`src/core/qsi_pkg.sv`:
```
// Constants and types of the quick software start-up sequencer.
// Assumes a 50 MHz APB clock and a module with eight data path lanes.
package qsi_pkg;

  localparam int unsigned CLK_MHZ = 50;
  localparam int unsigned LANES = 8;

  // Register byte addresses
  localparam logic [7:0] ADDR_CTRL = 8'h00;
  localparam logic [7:0] ADDR_DEINIT = 8'h04;
  localparam logic [7:0] ADDR_TXDIS = 8'h08;
  localparam logic [7:0] ADDR_SQUELCH = 8'h0c;
  localparam logic [7:0] ADDR_STATUS = 8'h10;
  localparam logic [7:0] ADDR_FLAGS = 8'h14;
  localparam logic [7:0] ADDR_MASK = 8'h18;
  localparam logic [7:0] ADDR_ACTIVE = 8'h1c;
  localparam logic [7:0] ADDR_STAGED0 = 8'h20;

  // Control register field positions
  localparam int unsigned CTRL_SW_REQ_BIT = 0;
  localparam int unsigned CTRL_ALLOW_HW_BIT = 1;
  // Flag and mask layout: module flag in bit 0, lane flags in 15:8
  localparam int unsigned FLAG_MODULE_BIT = 0;
  localparam int unsigned FLAG_LANE_LSB = 8;
  // Status layout: module state in 3:0, lane state codes from bit 8
  localparam int unsigned STAT_LANE_LSB = 8;

  // Values after reset
  localparam logic RST_SW_REQ = 1'b0;
  localparam logic RST_ALLOW_HW = 1'b1;
  localparam logic [7:0] RST_DEINIT = 8'h00;
  localparam logic [7:0] RST_TXDIS = 8'h00;
  localparam logic [7:0] RST_SQUELCH = 8'h00;
  localparam logic [31:0] RST_MASK = 32'h0000ff01;
  localparam logic [31:0] DEFAULT_PATH_CFG = 32'h00000001;

  // Timing: power-up and per-lane path initialisation
  localparam int unsigned PWRUP_TIME_NS = 2000;
  localparam int unsigned PATH_INIT_TIME_NS = 1000;
  localparam int unsigned PWRUP_CYCLES = (PWRUP_TIME_NS * CLK_MHZ + 999) / 1000;
  localparam int unsigned PATH_INIT_CYCLES = (PATH_INIT_TIME_NS * CLK_MHZ + 999) / 1000;
  localparam logic [7:0] PWRUP_LAST = 8'(PWRUP_CYCLES - 1);
  localparam logic [7:0] PATH_INIT_LAST = 8'(PATH_INIT_CYCLES - 1);

  typedef enum logic [3:0] {
    MOD_MGMT_INIT = 4'h1,
    MOD_LOW_POWER = 4'h2,
    MOD_POWERING_UP = 4'h4,
    MOD_READY = 4'h8
  } qsi_mod_state_t;

  typedef enum logic [4:0] {
    PATH_DEACTIVATED = 5'h01,
    PATH_INIT = 5'h02,
    PATH_INITIALIZED = 5'h04,
    PATH_TX_TURN_ON = 5'h08,
    PATH_ACTIVATED = 5'h10
  } qsi_path_state_t;

  // Host-writable controls
  typedef struct packed {
    logic sw_low_power_request;
    logic allow_hw_low_power_request;
    logic [7:0] datapath_deinit_mask;
    logic [7:0] tx_output_disable;
    logic [7:0] tx_forced_squelch;
  } qsi_ctrl_t;

  // APB request from the master
  typedef struct packed {
    logic psel;
    logic penable;
    logic pwrite;
    logic [7:0] paddr;
    logic [31:0] pwdata;
  } qsi_apb_req_t;

endpackage : qsi_pkg

```
`src/core/qsi_sequencer.sv`:
```
// Module-side start-up sequencer: management init, low power park,
// software-released power-up and automatic data path activation.
// Assumes an APB master on pclk and a host-driven low power request pin.
//
// Functional notes
// RL1 - Management init loads control power-on defaults
// RL2 - Copy default path config into active, staged0
// RL3 - Entering low power sets module flag
// RL4 - Stay low power while request allowed
// RL5 - Host reads flags; interrupt then drops
// RL6 - Host enables transmitters before releasing low power
// RL7 - Host clears allow bit, pin stays asserted
// RL8 - Low power signal false starts power-up
// RL9 - Entering ready sets module flag again
// RL10 - Ready and no deinit: paths initialise
// RL11 - Initialized and not deactivated: turn on
// RL12 - Enable transmit outputs before path activated
// RL13 - Entering activated sets lane flag bits
// RL14 - Host waits second interrupt, then traffic
// RL15 - Host asserts request pin, select, releases reset
// RL16 - Host asserts request pin for software start
// RL17 - Deinit mask FFh blocks automatic path init
// RL18 - Interrupt held until all set flags read
//
// Local design decisions: the placing of the registers and the APB register port.
`timescale 1ns/10ps
module qsi_sequencer (
  // Clock and reset
  input wire logic pclk,
  input wire logic presetn,
  // APB slave
  input wire qsi_pkg::qsi_apb_req_t apb_req,
  output logic [31:0] prdata,
  output logic pready,
  output logic pslverr,
  // Host pins
  input wire logic hw_low_power_request,
  output logic interrupt_n,
  // Transmit outputs per lane
  output logic [qsi_pkg::LANES-1:0] tx_output_enable
);
  import qsi_pkg::*;

  qsi_ctrl_t ctrl_r;
  qsi_mod_state_t mod_state_r;
  qsi_path_state_t path_state_r [LANES];
  logic [7:0] pwrup_cnt_r;
  logic [7:0] init_cnt_r [LANES];
  logic [31:0] active_cfg_r;
  logic [31:0] staged0_cfg_r;
  logic [31:0] flags_r;
  logic [31:0] mask_r;
  logic [31:0] prdata_r;
  logic pready_r;
  logic pslverr_r;
  logic irq_n_r;
  logic [LANES-1:0] tx_en_r;
  logic low_power_transition_signal;
  logic [LANES-1:0] deinit_transition_signal;
  logic [LANES-1:0] deactivate_transition_signal;
  logic [31:0] flag_set;
  logic [31:0] rd_word;
  logic wr_done;
  logic rd_done;
  logic mapped;

  // Decoding for the error answer; the read mux decodes with its own case
  function automatic logic addr_mapped(input logic [7:0] a);
    case (a)
      ADDR_CTRL, ADDR_DEINIT, ADDR_TXDIS, ADDR_SQUELCH, ADDR_STATUS,
      ADDR_FLAGS, ADDR_MASK, ADDR_ACTIVE, ADDR_STAGED0: addr_mapped = 1'b1;
      default: addr_mapped = 1'b0;
    endcase
  endfunction : addr_mapped

  // Transfer completes at the edge that samples pready high
  assign wr_done = apb_req.psel & apb_req.penable & pready_r & apb_req.pwrite;
  assign rd_done = apb_req.psel & apb_req.penable & pready_r & ~apb_req.pwrite;
  assign mapped = addr_mapped(apb_req.paddr);

  // Transition signals: the allow bit gates the pin
  assign low_power_transition_signal = ctrl_r.sw_low_power_request |
    (ctrl_r.allow_hw_low_power_request & hw_low_power_request); // see RL4 see RL8 see RL16
  assign deinit_transition_signal = {LANES{low_power_transition_signal | (mod_state_r != MOD_READY)}} |
    ctrl_r.datapath_deinit_mask; // see RL17
  assign deactivate_transition_signal = deinit_transition_signal | ctrl_r.tx_output_disable;

  // Read data mux
  always_comb begin
    rd_word = 32'h00000000;
    case (apb_req.paddr)
      ADDR_CTRL: begin
        rd_word[CTRL_SW_REQ_BIT] = ctrl_r.sw_low_power_request;
        rd_word[CTRL_ALLOW_HW_BIT] = ctrl_r.allow_hw_low_power_request;
      end
      ADDR_DEINIT: rd_word[7:0] = ctrl_r.datapath_deinit_mask;
      ADDR_TXDIS: rd_word[7:0] = ctrl_r.tx_output_disable;
      ADDR_SQUELCH: rd_word[7:0] = ctrl_r.tx_forced_squelch;
      ADDR_STATUS: begin
        rd_word[3:0] = mod_state_r;
        for (int i = 0; i < 4; i++) begin
          // Four lanes fit beside the module state; lanes 4-7 are not reported
          rd_word[STAT_LANE_LSB + 5*i +: 5] = path_state_r[i];
        end
      end
      ADDR_FLAGS: rd_word = flags_r;
      ADDR_MASK: rd_word = mask_r;
      ADDR_ACTIVE: rd_word = active_cfg_r;
      ADDR_STAGED0: rd_word = staged0_cfg_r;
      default: rd_word = 32'h00000000;
    endcase
  end

  // APB answer: one wait state, pready registered so it comes from a flop
  always_ff @(posedge pclk or negedge presetn) begin
    if (!presetn) begin
      pready_r <= 1'b0;
      pslverr_r <= 1'b0;
      prdata_r <= 32'h00000000;
    end else begin
      pready_r <= apb_req.psel & apb_req.penable & ~pready_r;
      pslverr_r <= apb_req.psel & apb_req.penable & ~pready_r & ~mapped;
      if (apb_req.psel & apb_req.penable & ~pready_r) begin
        prdata_r <= rd_word;
      end
    end
  end

  // Host control registers with power-on defaults
  always_ff @(posedge pclk or negedge presetn) begin
    if (!presetn) begin
      ctrl_r.sw_low_power_request <= RST_SW_REQ; // see RL1
      ctrl_r.allow_hw_low_power_request <= RST_ALLOW_HW; // see RL1
      ctrl_r.datapath_deinit_mask <= RST_DEINIT; // see RL1
      ctrl_r.tx_output_disable <= RST_TXDIS; // see RL1
      ctrl_r.tx_forced_squelch <= RST_SQUELCH; // see RL1
      mask_r <= RST_MASK;
    end else if (wr_done) begin
      case (apb_req.paddr)
        ADDR_CTRL: begin
          ctrl_r.sw_low_power_request <= apb_req.pwdata[CTRL_SW_REQ_BIT];
          ctrl_r.allow_hw_low_power_request <= apb_req.pwdata[CTRL_ALLOW_HW_BIT];
        end
        ADDR_DEINIT: ctrl_r.datapath_deinit_mask <= apb_req.pwdata[7:0];
        ADDR_TXDIS: ctrl_r.tx_output_disable <= apb_req.pwdata[7:0];
        ADDR_SQUELCH: ctrl_r.tx_forced_squelch <= apb_req.pwdata[7:0];
        ADDR_MASK: mask_r <= apb_req.pwdata;
        default: ;
      endcase
    end
  end

  // Control sets: defaults copied during management init, staged set writable
  always_ff @(posedge pclk or negedge presetn) begin
    if (!presetn) begin
      active_cfg_r <= 32'h00000000;
      staged0_cfg_r <= 32'h00000000;
    end else if (mod_state_r == MOD_MGMT_INIT) begin
      active_cfg_r <= DEFAULT_PATH_CFG; // see RL2
      staged0_cfg_r <= DEFAULT_PATH_CFG; // see RL2
    end else if (wr_done && apb_req.paddr == ADDR_STAGED0) begin
      staged0_cfg_r <= apb_req.pwdata;
    end
  end

  // Module state machine
  always_ff @(posedge pclk or negedge presetn) begin
    if (!presetn) begin
      mod_state_r <= MOD_MGMT_INIT;
      pwrup_cnt_r <= 8'h00;
    end else begin
      case (mod_state_r)
        MOD_MGMT_INIT: mod_state_r <= MOD_LOW_POWER; // see RL1
        MOD_LOW_POWER: begin
          pwrup_cnt_r <= 8'h00;
          if (!low_power_transition_signal) begin
            mod_state_r <= MOD_POWERING_UP; // see RL8
          end
        end
        MOD_POWERING_UP: begin
          // A late low power request aborts the power-up
          if (low_power_transition_signal) begin
            mod_state_r <= MOD_LOW_POWER;
          end else if (pwrup_cnt_r == PWRUP_LAST) begin
            mod_state_r <= MOD_READY;
          end else begin
            pwrup_cnt_r <= pwrup_cnt_r + 8'h01;
          end
        end
        MOD_READY: begin
          if (low_power_transition_signal) begin
            mod_state_r <= MOD_LOW_POWER;
          end
        end
        default: mod_state_r <= MOD_MGMT_INIT;
      endcase
    end
  end

  // Data path state machines, one per lane
  always_ff @(posedge pclk or negedge presetn) begin
    if (!presetn) begin
      for (int i = 0; i < LANES; i++) begin
        path_state_r[i] <= PATH_DEACTIVATED; // see RL2
        init_cnt_r[i] <= 8'h00;
      end
    end else begin
      for (int i = 0; i < LANES; i++) begin
        case (path_state_r[i])
          PATH_DEACTIVATED: begin
            init_cnt_r[i] <= 8'h00;
            if (!deinit_transition_signal[i]) begin
              path_state_r[i] <= PATH_INIT; // see RL10
            end
          end
          PATH_INIT: begin
            if (deinit_transition_signal[i]) begin
              path_state_r[i] <= PATH_DEACTIVATED;
            end else if (init_cnt_r[i] == PATH_INIT_LAST) begin
              path_state_r[i] <= PATH_INITIALIZED;
            end else begin
              init_cnt_r[i] <= init_cnt_r[i] + 8'h01;
            end
          end
          PATH_INITIALIZED: begin
            if (deinit_transition_signal[i]) begin
              path_state_r[i] <= PATH_DEACTIVATED;
            end else if (!deactivate_transition_signal[i]) begin
              path_state_r[i] <= PATH_TX_TURN_ON; // see RL11
            end
          end
          PATH_TX_TURN_ON: begin
            // Activated only once the transmitter enable has been driven
            if (deactivate_transition_signal[i]) begin
              path_state_r[i] <= PATH_INITIALIZED;
            end else if (tx_en_r[i]) begin
              path_state_r[i] <= PATH_ACTIVATED; // see RL12
            end
          end
          PATH_ACTIVATED: begin
            if (deinit_transition_signal[i]) begin
              path_state_r[i] <= PATH_DEACTIVATED;
            end else if (deactivate_transition_signal[i]) begin
              path_state_r[i] <= PATH_INITIALIZED;
            end
          end
          default: path_state_r[i] <= PATH_DEACTIVATED;
        endcase
      end
    end
  end

  // Transmit enables; forced squelch mutes without changing the path state
  always_ff @(posedge pclk or negedge presetn) begin
    if (!presetn) begin
      tx_en_r <= '0;
    end else begin
      for (int i = 0; i < LANES; i++) begin
        tx_en_r[i] <= (path_state_r[i] == PATH_TX_TURN_ON || path_state_r[i] == PATH_ACTIVATED) &&
          !deactivate_transition_signal[i] && !ctrl_r.tx_forced_squelch[i]; // see RL12
      end
    end
  end

  // Flag set events: entry into low power, ready, and lane activated
  always_comb begin
    flag_set = 32'h00000000;
    flag_set[FLAG_MODULE_BIT] =
      (mod_state_r != MOD_LOW_POWER && mod_state_r != MOD_READY &&
       ((mod_state_r == MOD_MGMT_INIT) ||
        (mod_state_r == MOD_POWERING_UP && low_power_transition_signal))) || // see RL3
      (mod_state_r == MOD_READY && low_power_transition_signal) || // see RL3
      (mod_state_r == MOD_POWERING_UP && !low_power_transition_signal && pwrup_cnt_r == PWRUP_LAST); // see RL9
    for (int i = 0; i < LANES; i++) begin
      flag_set[FLAG_LANE_LSB + i] = path_state_r[i] == PATH_TX_TURN_ON && tx_en_r[i] &&
        !deactivate_transition_signal[i]; // see RL13
    end
  end

  // Sticky flags: cleared by reading them or writing ones; a new event wins
  always_ff @(posedge pclk or negedge presetn) begin
    if (!presetn) begin
      flags_r <= 32'h00000000;
    end else begin
      if (rd_done && apb_req.paddr == ADDR_FLAGS) begin
        // Only bits returned to the host clear; an event after capture survives
        flags_r <= (flags_r & ~prdata_r) | flag_set; // see RL5
      end else if (wr_done && apb_req.paddr == ADDR_FLAGS) begin
        flags_r <= (flags_r & ~apb_req.pwdata) | flag_set;
      end else begin
        flags_r <= flags_r | flag_set;
      end
    end
  end

  // Interrupt held while any unmasked flag stays set; kept active low in the flop
  always_ff @(posedge pclk or negedge presetn) begin
    if (!presetn) begin
      irq_n_r <= 1'b1;
    end else begin
      irq_n_r <= ~|(flags_r & mask_r); // see RL18 see RL5
    end
  end

  assign prdata = prdata_r;
  assign pready = pready_r;
  assign pslverr = pslverr_r;
  assign interrupt_n = irq_n_r;
  assign tx_output_enable = tx_en_r;

endmodule : qsi_sequencer

```
`config.mk`:
```
export PLATFORM = sky130hd
export DESIGN_NAME = qsi_sequencer
export DESIGN_NICKNAME = d
export VERILOG_FILES = /design/src/core/qsi_pkg.sv /design/src/core/qsi_sequencer.sv
export SDC_FILE = /design/constraint.sdc
export NUM_CORES = 1
export LEC_CHECK = 0
export BUFFER_PORTS_ARGS = -buffer_cell sky130_fd_sc_hd__buf_2
export CAP_MARGIN = 10
export CORE_MARGIN = 2
export CORE_UTILIZATION = 35
export DETAILED_ROUTE_END_ITERATION = 16
export PLACE_DENSITY_LB_ADDON = 0.3
export SLEW_MARGIN = 20
export SYNTH_ARGS = -nofsm -noshare
export SYNTH_HDL_FRONTEND = slang
export SYNTH_SLANG_ARGS = --single-unit
```
`constraint.sdc`:
```
create_clock -name pclk -period 3.5 [get_ports pclk]
set_input_delay 0.7 -clock pclk [delete_from_list [all_inputs] [get_ports pclk]]
set_output_delay 0.7 -clock pclk [all_outputs]
set_load 0.05 [all_outputs]
```
==> flow_results.org <==
** CTS
- Clock-pin slew reported for the worst setup and hold paths after clock tree synthesis :: 0.06 ns
- Buffers added to address setup during post-CTS repair amount to 0.
- Total clock sinks :: 282
- The clock reaches the later pin of the worst-skew pair after between 0.5 and 0.6 ns.
- Post-CTS resize count :: 0
- Root buffer cell :: clkbuf_16
- In this run, post-CTS hold repair placed 0 buffers.
- No sink is reached through more buffers than the 3 on the longest clock path.
- TritonCTS Buffers :: 31
- Max H-tree Level :: 1
- TritonCTS built the clock tree.

** Layout
- Post-route insts no fill :: 2,046
- The repair_antennas step left the layout with diodes totalling 0.
- Synth-to-layout area growth :: 15.85%
- For this run, the post-layout net count is 1,552.
- Proportion of layout cells with a drive suffix above 1 :: 18.56%

** Floorplan
- The initial utilization of the core area, before any placement, comes to between 30% and 40%.
- Area of the core :: 40,650 µm²
- The floorplan step defined a die boundary enclosing 42,610 µm².
- I/O Pins :: 89
- Height of the die :: 206.4 µm
- From left edge to right edge, the die measures 206.4 µm.
- The floorplan has 74 rows.

** Drt
- Post-detailed-route count of antenna-violating nets :: 0
- Drt initial violations :: approximately 1,200
- In the routed design, unresolved DRC markers number 0.
- Number of vias per cell after detailed routing :: 5.907
- Summed over all layers, the routed wires come to 42,440 µm.
- After detailed routing, the average wire length per cell comes to 20.74 µm.
- The first TritonRoute pass finished after 8 iterations.
- The routed layout has 12,085 vias.

** Global route
- Maximum number of pins on one net before global-route repair :: 88
- Global-route wire length before repair :: ~67,000 µm
- Number of global-route vias before repair :: 11,811
- The total overflow left after global routing is 0.
- Initial antenna violation count :: 1
- For this run, the total global-route usage over all layers was measured as 20.10%.

** Pwr
- Worst vdd rail ir drop :: 301.0 µV
- The internal portion of the total power is 5.631 mW.
- Power density of the placed cells :: 456.0 nW/µm²
- Leakage power of the design :: 7.302 nW
- Per report_power, the clock group accounts for 45.6% of the total.
- Combinational cells account for 9.2% of the total power.
- Psw :: between 1.5 and 2 mW
- Switching power as a share of total power :: 25.67%
- Sequential Power Share :: 45.2%

** Worst setup path
- Sum of buffers and inverters on the critical path :: 0
- The signal on the critical path passes through or4_4 -> or3_1 -> or3_1 -> or4_1 -> a21oi_1.
- The most critical setup path has its startpoint at mod_state_r[1]$_DFFE_PN0P_.
- Kind of cell adding the most delay to the critical path :: simple AND/OR/NAND/NOR gates
- Of all nets on the critical path, the largest fanout is 15.
- The worst setup path is captured at a register.
- STA puts the critical path data arrival time at 3.49 ns.
- Highest-delay cell along the critical path :: or4_4
- Internal reg-to-reg setup slack :: just over 0.5 ns
- Cell count along the critical path :: 5
- Top cell by count, worst path :: or3_1
- In this run the critical register-to-register path is captured at init_cnt_r[15]$_DFFE_PN0P_.
- CP Data Required Time :: 3.99 ns
- Following the worst setup path forward leads to its endpoint at init_cnt_r[15]$_DFFE_PN0P_.
- Setup crit start kind :: register
- Category of the critical setup timing path :: reg2reg
- Reg2Reg Launch Point :: mod_state_r[1]$_DFFE_PN0P_
- Measured in cells, the most critical reg-to-reg path has a length of 5.
- In this design, the stage delay of the slowest critical-path cell is 0.61 ns.

** Synth
- Synthesis Warnings :: 0
- Sorting the synthesized cells by area gives the leading types as dfrtp_1 (46%), mux2_2 (4.4%), a22o_1 (4.0%), dfstp_2 (3.7%), nand2_1 (2.9%).
- Proportion of register bits with asynchronous set or reset after synthesis :: between 90% and 100%
- The synthesized design contains 0 enable-type register cells.
- Number of synthesized register bits :: roughly 280
- Number of nets in the synthesized netlist :: 1,482
- Sequential cells were found to cover 49.38% of the synthesized design area.
- Post-synth cell types :: 72
- Cell type with the largest total area after synthesis :: dfrtp_1
- Synth top area share :: 45.72%
- The synthesized netlist occupies a cell area of between 10,000 and 15,000 µm².
- Synthesis handed over a netlist of about 1,400 instances.
- For this run, the leading register cell type out of synthesis is dfrtp_1.
- Dividing the synthesized area by the synthesized cell count gives 10.11 µm².

** Timing
- Headroom to the max-slew limit :: 43.43%
- Endpoints failing hold :: 0
- Max Slew Vio Count :: 0
- At the pin with the least slew margin, the transition time is 0.8380 ns.
- Setup violations remaining at the end of the flow were counted as 0.
- Clock period minus final worst setup slack :: 2.994 ns
- Final Cycle Share :: 85.55%
- Peak clock frequency supported by timing :: 334.0 MHz
- TNS Setup :: 0 ns
- Setup repair after global routing left no endpoint under its margin.
- Across the routed clock network, the largest skew measured is 0.01359 ns.

** Placed design
- Number of buffers added on ports :: 88
- The congestion estimate from routability-driven global placement came to 0.8844.
- Placed Instances :: 1,988
- DP HPWL :: 30,190 µm

** Run
- Maxcap violations :: 0

** Outcome
- Status :: completed

** Hold path
- HP Class :: in2async
## cells in the mapped netlist (9+ instances only)
library cell,count
mux2i_1,9
dfrtp_1,262
o31ai_1,22
xor2_1,10
or4_1,28
nor2b_1,11
nand4_1,28
xnor2_1,11
nor2_1,73
a222oi_1,27
nor3_1,28
nand4b_1,9
nor4_1,25
a22o_1,65
a221oi_1,29
nand2b_1,25
inv_1,53
o21ai_0,59
and2_1,16
ha_1,17
nand3b_1,14
a21oi_1,55
a22oi_1,26
clkbuf_1,75
nand2_1,110
dfstp_2,20
or3_1,28
nor3b_1,9
nand3_1,71
and3_1,22
mux2_2,56
## layer usage
layer	wire length [µm]	vias up	part of all wire [%]	track usage (%)
met4	1127	0	2.7	5.536
met1	19050	6093	45	27.86
met2	19570	371	46	32.13
li1	-	5548	-	-
met3	2696	73	6.4	3.721
met5	0	-	0	0
## worst min-delay path by stage
stage | from | to | depth (start not counted)
final | presetn | path_state_r[4]$_DFFE_PN0P_ | 1
after global routing | presetn | path_state_r[2]$_DFFE_PN0P_ | 1
after CTS | presetn | path_state_r[2]$_DFFE_PN0P_ | 1
after detailed placement | active_cfg_r[0]$_DFFE_PN0N_ | active_cfg_r[0]$_DFFE_PN0N_ | 1
after global placement | active_cfg_r[0]$_DFFE_PN0N_ | active_cfg_r[0]$_DFFE_PN0N_ | 1
after floorplan | presetn | active_cfg_r[0]$_DFFE_PN0N_ | 0
## logic make-up after synthesis
kind of cell	count (synthesis)	synth area share, %
fa+ha+maj	17	1.483
xor+xnor	21	1.283
simple gates	533	20.47
flops	282	49.38
mux	66	5.104
buf+inv	142	3.830
compound gates	358	18.45
## metrics by stage
step	setup slack (ns)	instance area (µm²)	power (mW)	hold slack (ns)	util (%)
final	0.5056	16610	7.575	0.08541	40.87
after CTS	0.5016	16610	7.656	0.09260	40.85
after floorplan	0.5879	14340	3.783	0.4044	-
after detailed placement	0.5061	15510	4.178	0.4561	38.15
after global routing	0.3553	16610	7.894	0.1096	40.87
after global placement	0.5727	15480	4.124	0.4563	38.08
## power groups by stage
stage,clock network [mW],logic [mW],registers (mW)
finish,3.45,0.699,3.43
global route,3.68,0.771,3.44
CTS,3.53,0.701,3.42
detailed placement,0,0.698,3.48
global placement,0,0.648,3.48
floorplan,0,0.375,3.41
## registers in the layout, indices dropped and copies added (netlist names), 4 cells and up
name              count
init_cnt_r           64
path_state_r         40
flags_r              32
mask_r               32
prdata               32
staged0_cfg_r        32
ctrl_r               26
pwrup_cnt_r           8
tx_output_enable      8
mod_state_r           4
## final cells by class
| cell class | count | area, µm² |
|---|---|---|
| Fill cell | 3884 | 24030 |
| Sequential cell | 282 | 7082 |
| Multi-Input combinational cell | 995 | 6761 |
| Clock buffer | 47 | 955.9 |
| Timing Repair Buffer | 126 | 805.8 |
| Tap cell | 532 | 665.6 |
| Inverter | 53 | 198.9 |
| Clock inverter | 11 | 142.6 |
## placed cells by master, fill, tap and decap left out, types with 25 or more instances in the layout
| cell type | instances |
|---|---|
| o21ai_0 | 59 |
| or4_1 | 28 |
| a221oi_1 | 29 |
| a22oi_1 | 26 |
| a22o_1 | 65 |
| buf_4 | 33 |
| nand4_1 | 28 |
| mux2_2 | 56 |
| or3_1 | 28 |
| buf_2 | 87 |
| inv_1 | 53 |
| nor2_1 | 72 |
| nand2b_1 | 25 |
| nand3_1 | 71 |
| nand2_1 | 110 |
| clkbuf_16 | 31 |
| a222oi_1 | 27 |
| dfrtp_1 | 262 |
| nor3_1 | 26 |
| a21oi_1 | 53 |
No activity file was read; power rests on OpenSTA's default activity.
